### src/rtl/refresh_timer_pkg.sv
// Package: register map, field positions and timing constants of the refresh timer
`default_nettype none
package refresh_timer_pkg;
   localparam int unsigned ADDR_W = 20;
   localparam int unsigned DATA_W = 32;
   // Byte addresses on the register bus
   localparam logic [ADDR_W-1:0] OFS_CTRL_STATUS = 20'hee028;
   localparam logic [ADDR_W-1:0] OFS_COUNTER     = 20'hee02c;
   localparam logic [ADDR_W-1:0] OFS_CONSTANT    = 20'hee030;
   localparam logic [ADDR_W-1:0] OFS_IRQ_STATUS  = 20'hee034;
   localparam logic [ADDR_W-1:0] OFS_IRQ_MASK    = 20'hee038;
   // Control/status fields
   localparam int unsigned BIT_CMF   = 7;
   localparam int unsigned BIT_MATCH_IRQ_ENABLE  = 6;
   localparam int unsigned BIT_CKS_H = 5;
   localparam int unsigned BIT_CKS_L = 3;
   localparam logic [2:0]  CSR_LOW_RESERVED = 3'h7;
   localparam logic [7:0]  CSR_RESET = 8'h07;
   localparam logic [7:0]  CONSTANT_RESET = 8'hff;
   localparam logic [7:0]  COUNTER_RESET  = 8'h00;
   // Prescaler
   localparam int unsigned PRESC_W = 12;
   localparam logic [2:0] CKS_HALT = 3'h0;
   // Interrupt status bits
   localparam int unsigned IRQ_BIT_MATCH = 0;
   localparam int unsigned IRQ_W         = 1;
   // AXI responses
   localparam logic [1:0] RESP_OKAY   = 2'h0;
   localparam logic [1:0] RESP_SLVERR = 2'h2;

   typedef enum logic [1:0] {FLAG_IDLE, FLAG_ARMED} flag_state_t;
endpackage : refresh_timer_pkg
`default_nettype wire

### src/rtl/prescale_if.sv
// Interface between the timer core and its prescaler
`default_nettype none
interface prescale_if;
   logic [2:0] sel;
   logic       tick;
   modport core (output sel, input tick);
   modport presc (input sel, output tick);
endinterface : prescale_if
`default_nettype wire

### src/rtl/refresh_interval_timer.sv
// Refresh interval timer with AXI4-Lite register slave and interrupt logic
`default_nettype none
// Summary of operation
// [RQ1] Select 000 halts; 001-011 divide by 2,8,32
// [RQ2] Select 100-111 divide by 128,512,2048,4096
// [RQ3] Request only with enable and flag set
// [RQ4] Flag sets when counter equals constant
// [RQ5] Reset and standby clear the flag
// [RQ6] Clear needs read-at-one then write zero
// [RQ7] Writing one to flag does nothing
// [RQ8] Software uses byte accesses only
// [RQ9] Counter restarts from zero after match
module refresh_interval_timer
   import refresh_timer_pkg::*;
(
   input  wire logic              i_sys_clk,
   input  wire logic              i_rstn,
   input  wire logic              i_standby,
   input  wire logic [ADDR_W-1:0] i_awaddr,
   input  wire logic              i_awvalid,
   output logic                   o_awready,
   input  wire logic [DATA_W-1:0] i_wdata,
   input  wire logic [3:0]        i_wstrb,
   input  wire logic              i_wvalid,
   output logic                   o_wready,
   output logic [1:0]             o_bresp,
   output logic                   o_bvalid,
   input  wire logic              i_bready,
   input  wire logic [ADDR_W-1:0] i_araddr,
   input  wire logic              i_arvalid,
   output logic                   o_arready,
   output logic [DATA_W-1:0]      o_rdata,
   output logic [1:0]             o_rresp,
   output logic                   o_rvalid,
   input  wire logic              i_rready,
   output logic                   o_match_interrupt,
   output logic                   o_irq,
   output logic                   o_refresh_req
);
   prescale_if psc ();

   logic              compare_match_flag_q;
   logic              match_irq_enable_q;
   logic [2:0]        count_clock_select_q;
   logic [7:0]        refresh_counter_q;
   logic [7:0]        refresh_constant_q;
   flag_state_t       flag_state_q;
   logic [IRQ_W-1:0]  irq_status_q;
   logic [IRQ_W-1:0]  irq_mask_q;

   logic              aw_held_q;
   logic [ADDR_W-1:0] aw_addr_q;
   logic              w_held_q;
   logic [DATA_W-1:0] w_data_q;
   logic [3:0]        w_strb_q;

   logic              wr_fire;
   logic              rd_fire;
   logic              wr_lane0;
   logic [7:0]        wbyte;
   logic [7:0]        csr_view;
   logic [DATA_W-1:0] rd_word;
   logic              rd_hit;
   logic              wr_hit;

   assign psc.sel = count_clock_select_q;

   refresh_prescaler u_presc (
      .i_sys_clk (i_sys_clk),
      .i_rstn    (i_rstn),
      .i_standby (i_standby),
      .p         (psc)
   );

   // Write channel: address and data taken in either order, one at a time
   assign wr_fire  = aw_held_q && w_held_q && !o_bvalid;
   assign wr_lane0 = w_strb_q[0];
   assign wbyte    = w_data_q[7:0];
   // Only byte lane 0 is honoured; wider strobes still update the low byte
   assign wr_hit   = (aw_addr_q == OFS_CTRL_STATUS) || (aw_addr_q == OFS_COUNTER) ||
                     (aw_addr_q == OFS_CONSTANT) || (aw_addr_q == OFS_IRQ_STATUS) ||
                     (aw_addr_q == OFS_IRQ_MASK); // see [RQ8]

   always_ff @(posedge i_sys_clk or negedge i_rstn) begin
      if (!i_rstn) begin
         aw_held_q <= 1'b0;
         aw_addr_q <= '0;
         o_awready <= 1'b0;
      end else begin
         // No address taken while a response waits, so one write stays in flight
         o_awready <= !aw_held_q && !o_awready && !o_bvalid && i_awvalid;
         if (o_awready && i_awvalid) begin
            aw_held_q <= 1'b1;
            aw_addr_q <= i_awaddr;
         end else if (wr_fire) begin
            aw_held_q <= 1'b0;
         end
      end
   end

   always_ff @(posedge i_sys_clk or negedge i_rstn) begin
      if (!i_rstn) begin
         w_held_q <= 1'b0;
         w_data_q <= '0;
         w_strb_q <= '0;
         o_wready <= 1'b0;
      end else begin
         o_wready <= !w_held_q && !o_wready && !o_bvalid && i_wvalid;
         if (o_wready && i_wvalid) begin
            w_held_q <= 1'b1;
            w_data_q <= i_wdata;
            w_strb_q <= i_wstrb;
         end else if (wr_fire) begin
            w_held_q <= 1'b0;
         end
      end
   end

   always_ff @(posedge i_sys_clk or negedge i_rstn) begin
      if (!i_rstn) begin
         o_bvalid <= 1'b0;
         o_bresp  <= RESP_OKAY;
      end else if (wr_fire) begin
         o_bvalid <= 1'b1;
         o_bresp  <= wr_hit ? RESP_OKAY : RESP_SLVERR;
      end else if (o_bvalid && i_bready) begin
         o_bvalid <= 1'b0;
      end
   end

   // Read channel
   assign csr_view = {compare_match_flag_q, match_irq_enable_q, count_clock_select_q, CSR_LOW_RESERVED};

   always_comb begin
      rd_word = '0;
      rd_hit  = 1'b1;
      case (i_araddr)
         OFS_CTRL_STATUS: rd_word[7:0] = csr_view;
         OFS_COUNTER:     rd_word[7:0] = refresh_counter_q;
         OFS_CONSTANT:    rd_word[7:0] = refresh_constant_q;
         OFS_IRQ_STATUS:  rd_word[IRQ_W-1:0] = irq_status_q;
         OFS_IRQ_MASK:    rd_word[IRQ_W-1:0] = irq_mask_q;
         default:         rd_hit = 1'b0;
      endcase
   end

   assign rd_fire = o_arready && i_arvalid;

   always_ff @(posedge i_sys_clk or negedge i_rstn) begin
      if (!i_rstn) begin
         o_arready <= 1'b0;
         o_rvalid  <= 1'b0;
         o_rdata   <= '0;
         o_rresp   <= RESP_OKAY;
      end else begin
         o_arready <= !o_arready && !o_rvalid && i_arvalid;
         if (rd_fire) begin
            o_rvalid <= 1'b1;
            o_rdata  <= rd_word;
            o_rresp  <= rd_hit ? RESP_OKAY : RESP_SLVERR;
         end else if (o_rvalid && i_rready) begin
            o_rvalid <= 1'b0;
         end
      end
   end

   // Counter: the count after a match restarts at zero, so the period is constant plus one ticks
   always_ff @(posedge i_sys_clk or negedge i_rstn) begin
      if (!i_rstn) begin
         refresh_counter_q <= COUNTER_RESET;
      end else if (i_standby) begin
         refresh_counter_q <= COUNTER_RESET;
      end else if (wr_fire && wr_lane0 && aw_addr_q == OFS_COUNTER) begin
         refresh_counter_q <= wbyte;
      end else if (psc.tick) begin
         if (refresh_counter_q == refresh_constant_q) begin
            refresh_counter_q <= COUNTER_RESET; // see [RQ9]
         end else begin
            refresh_counter_q <= refresh_counter_q + 8'h01;
         end
      end
   end

   // Compare is evaluated when the counter first holds the constant value
   logic at_const_q;
   logic first_equal;
   assign first_equal = (refresh_counter_q == refresh_constant_q) && !at_const_q;
   always_ff @(posedge i_sys_clk or negedge i_rstn) begin
      if (!i_rstn) begin
         at_const_q <= 1'b0;
      end else begin
         at_const_q <= (refresh_counter_q == refresh_constant_q);
      end
   end

   // Control fields
   always_ff @(posedge i_sys_clk or negedge i_rstn) begin
      if (!i_rstn) begin
         match_irq_enable_q   <= CSR_RESET[BIT_MATCH_IRQ_ENABLE];
         count_clock_select_q <= CSR_RESET[BIT_CKS_H:BIT_CKS_L];
         refresh_constant_q   <= CONSTANT_RESET;
         irq_mask_q           <= '0;
      end else if (wr_fire && wr_lane0) begin
         if (aw_addr_q == OFS_CTRL_STATUS) begin
            match_irq_enable_q   <= wbyte[BIT_MATCH_IRQ_ENABLE];
            count_clock_select_q <= wbyte[BIT_CKS_H:BIT_CKS_L];
         end
         if (aw_addr_q == OFS_CONSTANT) begin
            refresh_constant_q <= wbyte;
         end
         if (aw_addr_q == OFS_IRQ_MASK) begin
            irq_mask_q <= wbyte[IRQ_W-1:0];
         end
      end
   end

   // Flag clear is armed by a read that saw it set
   logic flag_set;
   logic flag_clear;
   assign flag_set   = first_equal && !i_standby; // see [RQ4]
   assign flag_clear = wr_fire && wr_lane0 && (aw_addr_q == OFS_CTRL_STATUS) &&
                       !wbyte[BIT_CMF] && (flag_state_q == FLAG_ARMED); // see [RQ6] see [RQ7]

   always_ff @(posedge i_sys_clk or negedge i_rstn) begin
      if (!i_rstn) begin
         flag_state_q <= FLAG_IDLE;
      end else if (i_standby || flag_clear) begin
         flag_state_q <= FLAG_IDLE;
      end else begin
         case (flag_state_q)
            FLAG_IDLE: begin
               if (rd_fire && i_araddr == OFS_CTRL_STATUS && compare_match_flag_q) begin
                  flag_state_q <= FLAG_ARMED; // see [RQ6]
               end
            end
            FLAG_ARMED: flag_state_q <= FLAG_ARMED;
            default:    flag_state_q <= FLAG_IDLE;
         endcase
      end
   end

   // New match wins over a clear in the same cycle
   always_ff @(posedge i_sys_clk or negedge i_rstn) begin
      if (!i_rstn) begin
         compare_match_flag_q <= 1'b0; // see [RQ5]
      end else if (i_standby) begin
         compare_match_flag_q <= 1'b0; // see [RQ5]
      end else if (flag_set) begin
         compare_match_flag_q <= 1'b1; // see [RQ4]
      end else if (flag_clear) begin
         compare_match_flag_q <= 1'b0; // see [RQ6]
      end
   end

   // Sticky status, write one to clear; set wins
   always_ff @(posedge i_sys_clk or negedge i_rstn) begin
      if (!i_rstn) begin
         irq_status_q <= '0;
      end else begin
         for (int i = 0; i < IRQ_W; i++) begin
            if (i == IRQ_BIT_MATCH && flag_set) begin
               irq_status_q[i] <= 1'b1;
            end else if (wr_fire && wr_lane0 && aw_addr_q == OFS_IRQ_STATUS && wbyte[i]) begin
               irq_status_q[i] <= 1'b0;
            end
         end
      end
   end

   always_ff @(posedge i_sys_clk or negedge i_rstn) begin
      if (!i_rstn) begin
         o_match_interrupt <= 1'b0;
         o_irq             <= 1'b0;
         o_refresh_req     <= 1'b0;
      end else begin
         o_match_interrupt <= match_irq_enable_q && compare_match_flag_q; // see [RQ3]
         o_irq             <= |(irq_status_q & irq_mask_q);
         o_refresh_req     <= flag_set;
      end
   end

endmodule : refresh_interval_timer
`default_nettype wire

### src/rtl/refresh_prescaler.sv
// Free-running prescaler producing one count tick per selected period
`default_nettype none
module refresh_prescaler
   import refresh_timer_pkg::*;
(
   input  wire logic i_sys_clk,
   input  wire logic i_rstn,
   input  wire logic i_standby,
   prescale_if.presc p
);
   logic [PRESC_W-1:0] div_q;
   logic [PRESC_W-1:0] mask;

   // Tick when the low bits wrap: period is 2,8,32,128,512,2048,4096
   always_comb begin
      case (p.sel)
         3'h1:    mask = 12'h001; // see [RQ1]
         3'h2:    mask = 12'h007; // see [RQ1]
         3'h3:    mask = 12'h01f; // see [RQ1]
         3'h4:    mask = 12'h07f; // see [RQ2]
         3'h5:    mask = 12'h1ff; // see [RQ2]
         3'h6:    mask = 12'h7ff; // see [RQ2]
         3'h7:    mask = 12'hfff; // see [RQ2]
         default: mask = 12'h000;
      endcase
   end

   always_ff @(posedge i_sys_clk or negedge i_rstn) begin
      if (!i_rstn) begin
         div_q <= '0;
      end else if (i_standby) begin
         div_q <= '0;
      end else begin
         div_q <= div_q + 12'h001;
      end
   end

   // Halt select never ticks
   assign p.tick = (p.sel != CKS_HALT) && ((div_q & mask) == mask); // see [RQ1]
endmodule : refresh_prescaler
`default_nettype wire

### config.mk
export PLATFORM = sky130hd
export DESIGN_NAME = refresh_interval_timer
export DESIGN_NICKNAME = d
export VERILOG_FILES = /design/src/rtl/refresh_timer_pkg.sv /design/src/rtl/prescale_if.sv /design/src/rtl/refresh_interval_timer.sv /design/src/rtl/refresh_prescaler.sv
export SDC_FILE = /design/constraint.sdc
export NUM_CORES = 1
export LEC_CHECK = 0
export ABC_AREA = 1
export BUFFER_PORTS_ARGS = -buffer_cell sky130_fd_sc_hd__buf_4
export CORE_UTILIZATION = 53
export CTS_CLUSTER_SIZE = 30
export DETAILED_ROUTE_END_ITERATION = 8
export GPL_TIMING_DRIVEN = 0
export PLACE_DENSITY = 0.81
export SLEW_MARGIN = 40
export SYNTH_ARGS = -nofsm -noshare
export SYNTH_HDL_FRONTEND = slang
export SYNTH_SLANG_ARGS = --single-unit
### constraint.sdc
create_clock -name i_sys_clk -period 1.6 [get_ports i_sys_clk]
set_input_delay 0.24 -clock i_sys_clk [delete_from_list [all_inputs] [get_ports i_sys_clk]]
set_output_delay 0.24 -clock i_sys_clk [all_outputs]
set_load 0.01 [all_outputs]
* Word-level counts from Yosys, hierarchy flattened *
Index checks and enable logic that the tools add are counted.

storage, ports and cells
  register bits = 89
  input port bits = 84
  output and inout bits = 44

operators by class
  add/subtract/negate cells = 2
  equal/unequal tests = 21
  multiplexer cells = 26
  bitwise operators = 2
  reductions and logical operators = 56

operator list
  kind                     count
  $eq A20 B20 Y1 const B   10
  $pmux W12 S7             1
  $mux W8                  4
  $logic_and A1 B1 Y1      28
  $pmux W7 S3              1
  $mux W1                  13
  $add A12 B1 Y12 const B  1
  $and A12 B12 Y12         1
  $eq A12 B12 Y1           1
  $eq A3 B3 Y1 const B     4
  $mux W12                 1
  $logic_not A1 Y1         10
  $reduce_bool A2 Y1       5
  $reduce_bool A3 Y1       3
  $add A8 B1 Y8 const B    1
  $eq A8 B8 Y1             1
  $mux W2                  4
  $eq A3 B2 Y1 const B     2
  $reduce_and A2 Y1        3
  $logic_or A1 B1 Y1       5
  $pmux W1 S5              1
  $reduce_or A5 Y1         1
  $pmux W2 S2              1
  $eq A3 B1 Y1 const B     1
  4 further kinds          4

* Longest topological paths before layout *
  word-level depth = 9
  mapped depth = 11
  gate-level depth less buffers = 11

* Cells and area by module *
A second synthesis with hierarchy kept.

unflattened totals
  cells, all modules = 593
  area, all modules = 4699.5 um^2

by module, submodules not included
  module                  times used  cells an instance  area an instance (um^2)  seq. area each (um^2)
  refresh_interval_timer  1           507                4062.6                   1861.8
  refresh_prescaler       1           86                 636.9                    300.3

* Least setup slack after synthesis *
Ideal clock, no wire load.

  path type = flip-flop to flip-flop
  start = register o_bvalid
  end = register refresh_counter_q[6]
  arrival = 1.333 ns
  slack = 0.150 ns
  stages on the path, launching flop included = 10
  cell sequence = dfrtp_1 > inv_2 > nand3_4 > nor2_8 > nand4_4 > buf_6 > nand3_1 > nand2_1 > nand2_1 > nand2_1

on the way
  longest elaborated chain between the ends = 6

ends and longest elaborated chain
  item                                 line                           RTL
  from (decl)                          refresh_interval_timer.sv:27   output logic o_bvalid,
  from (signal assigned)               refresh_interval_timer.sv:121  o_bvalid <= 1'b0;
  from (signal assigned)               refresh_interval_timer.sv:124  o_bvalid <= 1'b1;
  from (signal assigned)               refresh_interval_timer.sv:127  o_bvalid <= 1'b0;
  $logic_not A1 Y1 *                   refresh_interval_timer.sv:76   assign wr_fire = aw_held_q && w_held_q && !o_bvalid;
  $logic_and A1 B1 Y1 *                refresh_interval_timer.sv:76
  $logic_and A1 B1 Y1 * (2 in series)  refresh_interval_timer.sv:173  end else if (wr_fire && wr_lane0 && aw_addr_q == OFS_COUNTER) begin
  $mux W8                              refresh_interval_timer.sv:173
  $mux W8                              refresh_interval_timer.sv:171  end else if (i_standby) begin
  to (signal assigned)                 refresh_interval_timer.sv:174  refresh_counter_q <= wbyte;
  to (signal assigned)                 refresh_interval_timer.sv:179  refresh_counter_q <= refresh_counter_q + 8'h01;
  to (decl)                            refresh_interval_timer.sv:45   logic [7:0] refresh_counter_q;

Every way passes the cells marked *; elsewhere a longest branch is shown, timed or not.
A chain may end at the register's enable or synchronous reset.

* Final worst setup path *
  start = register refresh_counter_q[0]
  end = register refresh_counter_q[5]

on the way
  longest elaborated chain between the ends = 5

ends and longest elaborated chain
  item                                                  line                                                          RTL
  $add A8 B1 Y8 / $eq A8 B8 Y1 (equally long branches)  refresh_interval_timer.sv:179, refresh_interval_timer.sv:176
  $mux W8 *                                             refresh_interval_timer.sv:176                                 if (refresh_counter_q == refresh_constant_q) begin
  $mux W8 *                                             refresh_interval_timer.sv:175                                 end else if (psc.tick) begin
  $mux W8 *                                             refresh_interval_timer.sv:173
  $mux W8 *                                             refresh_interval_timer.sv:171

Every way passes the cells marked *; elsewhere a longest branch is shown, timed or not. The select of a mux whose other input is x is not followed.

==> results.md <==
* Worst Setup End Kind: flop
* Hold Path Cell Cnt at 2
* Post-Syn Area at 4720 um2
* Cell variety after synth at 39
* Vias per cell at 5.03
* Clock root buffer: clkbuf_8
* GRT overflow at 0
* Post-synth EDFFs at 0
* Core area at 8680 um2
* Synth Area per Inst at 8.00 um2
* RSZ-0062 raised after global routing: true
* FF-to-FF path depth at 8
* Most frequent cells after synthesis: nand2_1 (143), inv_1 (82), dfrtp_1 (78)
* Synth Register Bits at 86
* Main flop type after synthesis: dfrtp_1
* DRC viols at 0
* Antenna-violating nets left at 0
* Clk pwr share at 27.4%
* Htree depth at 3
* Reg2Reg Capture Point: refresh_counter_q[5]
* Worst vdd rail ir drop at 0.868 mV
* R2R setup slack at 0.03 ns
* Clk buf depth at 2
* Ranking of synthesized cells by area: dfrtp_1 (41%), nand2_1 (11%), inv_1 (6.5%), nor2_1 (5.4%), dfstp_2 (4.5%)
* Worst min-delay path class: input pin to flop
* Detailed Place HPWL at 7850 um
* CTS tree: yes
* Layout cells sized above 1 at 26.1%
* Status: finished, final reports clean
* Routed WL per cell at 12.8 um
* Switch share at 31.0%
* Largest area contributor in the netlist: dfrtp_1
* Number of fill cells in the layout at 721
* Final Util at 67.6%
* Final WS setup at 0.0311 ns
* All-Layer GR Usage at 24.6%
* Crit path required time at 1.90 ns
* Fin. max-slew vios at 0
* Worst-path clk slew at 0.08 ns
* Relative slew slack at 55.5%
* Crit path max fanout at 4
* Sequential area share after synthesis at 45.8%
* Total power draw at 6.05 mW
* Peak Freq at 637 MHz
* Final Cycle Share at 98.1%
* Worst Hold Launch: i_bready
* Vias at 4162
* Worst-Margin Slew at 0.668 ns
* Reg area at 2160 um2
* FP Rows at 34
* Die area at 9290 um2
* Worst path arrival time at 1.87 ns
* Chip height at 96.4 um
* Pin count of the biggest net entering global routing at 87
* Leakage at 3.07 nW
* Initial drt markers at 229
* Skew-Pair Late Insertion Delay at 0.36 ns
* Internal at 4.17 mW
* Post-synthesis cell count at 590
* Endpoints failing hold at 0
* Startpoint type of the worst setup path: flop
* First-pass GRT wire length at 17400 um
* Final wirelength at 10600 um
* I/O pins at 128
* Nets at 801
* Max Cap Viol at 0
* Vias in the first global route at 3891
* Drt first pass iters at 4
* Pwr Density at 1030 nW/um2
* DP Worst Slack at -0.00308 ns
* Crit Reg-Reg Startpoint: refresh_counter_q[0]
* # setup viols final at 0
* Most frequent cell after synthesis: nand2_1
* Multi-input logic area at 2110 um2
* Die W at 96.4 um
* PortBufs at 73
* Post-synth ARST share at 100%
* Flop pwr share at 48.7%
* Sink Count at 86
* Hold Crit Endpoint: o_bvalid
* Number of diodes at 0
* RD Place Congestion at 0.897
* Initial antenna violation count at 0
* Fin crit period at 1.57 ns
* Clk_skew at 0.00774 ns
* Area Overhead vs Synth at 24.3%
* Synth warnings at 0
* Num CTS Buffers at 9
* Share of the synthesized area in the top cell type at 41.4%
* Initial Utilization at 54.4%
* Worst setup path class: flop to flop
* Psw at 1.88 mW
* Logic pwr share at 23.9%
-- metal layers --
layer / up-vias / global-route usage, % / wire length, um
met5: - / 0 / 0
met4: 0 / 11.2 / 238
met3: 21 / 4.74 / 724
met2: 146 / 41.5 / 5170
met1: 1906 / 30.4 / 4470
li1: 2089 / - / -
-- power groups by stage --
stage                     registers (mW)  clock network, mW  logic, mW
after CTS                           2.94               1.67       1.30
after global placement              2.96                  0       1.23
after floorplan                     2.91                  0      0.893
after detailed placement            2.99                  0       1.29
final                               2.95               1.66       1.45
after global routing                2.99               1.74       1.61
-- registers in the layout, summed over array words and instances (netlist names), 3 cells and up --
name and count:
aw_addr_q 20, u_presc.div_q 12, o_rdata 8, refresh_constant_q 8, refresh_counter_q 8, w_data_q 8
count_clock_select_q 3
-- logic make-up after synthesis --
logic type               count (synthesis)  synth area share (%)
multiplexers                            15                  3.58
AND/OR/NAND/NOR                        303                  30.1
flip-flops                              86                  45.8
buffers and inverters                  121                  12.2
AO/OA/AOI/OAI                           58                  7.00
other                                    1                0.0795
XOR/XNOR                                 4                 0.742
adder cells (fa/ha/maj)                  2                 0.530
-- layout make-up --
type                    count  area share (%)
clock inverters             4            1.24
multi-input cells         409            36.0
inverters                  85            5.46
well taps                 108            2.30
plain buffers              36            4.35
repair buffers             88            11.4
clock buffers              12            2.30
flip-flops and latches     86            36.9
-- worst max path at each step --
| stage | start | to | slack (ns) | cells past startpoint |
|---|---|---|---|---|
| finish | refresh_counter_q[0] | refresh_counter_q[5] | 0.03 | 8 |
| global route | refresh_counter_q[0] | refresh_counter_q[5] | -0.10 | 8 |
| CTS | aw_addr_q[1] | refresh_counter_q[6] | -0.006 | 9 |
| detailed placement | o_awready | aw_held_q | -0.003 | 4 |
| global placement | o_bvalid | refresh_counter_q[7] | 0.04 | 9 |
| floorplan | o_bvalid | refresh_counter_q[6] | 0.15 | 9 |
-- cell usage in the layout (no fill, tap or decap), types with 3 or more instances in the layout --
master,netlist,final
nand3_2,1,3
dfrtp_1,78,78
nor2_1,68,66
nand3_1,39,37
nor3_1,6,6
buf_4,27,111
clkbuf_8,0,10
o211ai_1,3,3
a21oi_1,22,22
dfstp_2,8,8
buf_6,2,3
nand4_1,26,26
buf_2,2,3
mux2_2,15,15
clkbuf_1,5,7
xor2_1,4,4
nand2_2,3,5
inv_1,82,81
conb_1,1,26
nand2_1,143,141
nor2_2,2,3
nor2_4,5,6
o21ai_2,4,4
o21ai_0,25,25
-- what timing repair did --
item                                    in CTS  in global routing
pin swaps                                    1                 15
hold buffers                                 1                  0
cloned                                       0                  2
endpoints found under the setup margin       6                 23
gates resized for setup                      1                 11
setup buffers                                2                 11
hold endpoints to repair                    78                  0
-- through the flow --
| step | cell area, um2 | setup TNS, ns | std cells | hold slack [ns] |
|---|---|---|---|---|
| after detailed placement | 5500 | -0.00308 | 796 | 0.343 |
| after global placement | 5500 | 0 | 796 | 0.425 |
| after global routing | 5860 | -0.666 | 828 | 0.0727 |
| final | 5860 | 0 | 828 | 0.0468 |
| after CTS | 5730 | -0.00552 | 815 | 0.0375 |
| after floorplan | 4810 | 0 | 615 | -0.0556 |
-- critical path: stages (launching register included) --
cell     delay (ns)
dfrtp_1        0.42
inv_1          0.13
nor2_1         0.30
nand3_1        0.16
xor2_1         0.22
nand3_1        0.10
nand2_1        0.07
nand2_1        0.05
nand2_1        0.06
Power figures use the tool's default switching activity.
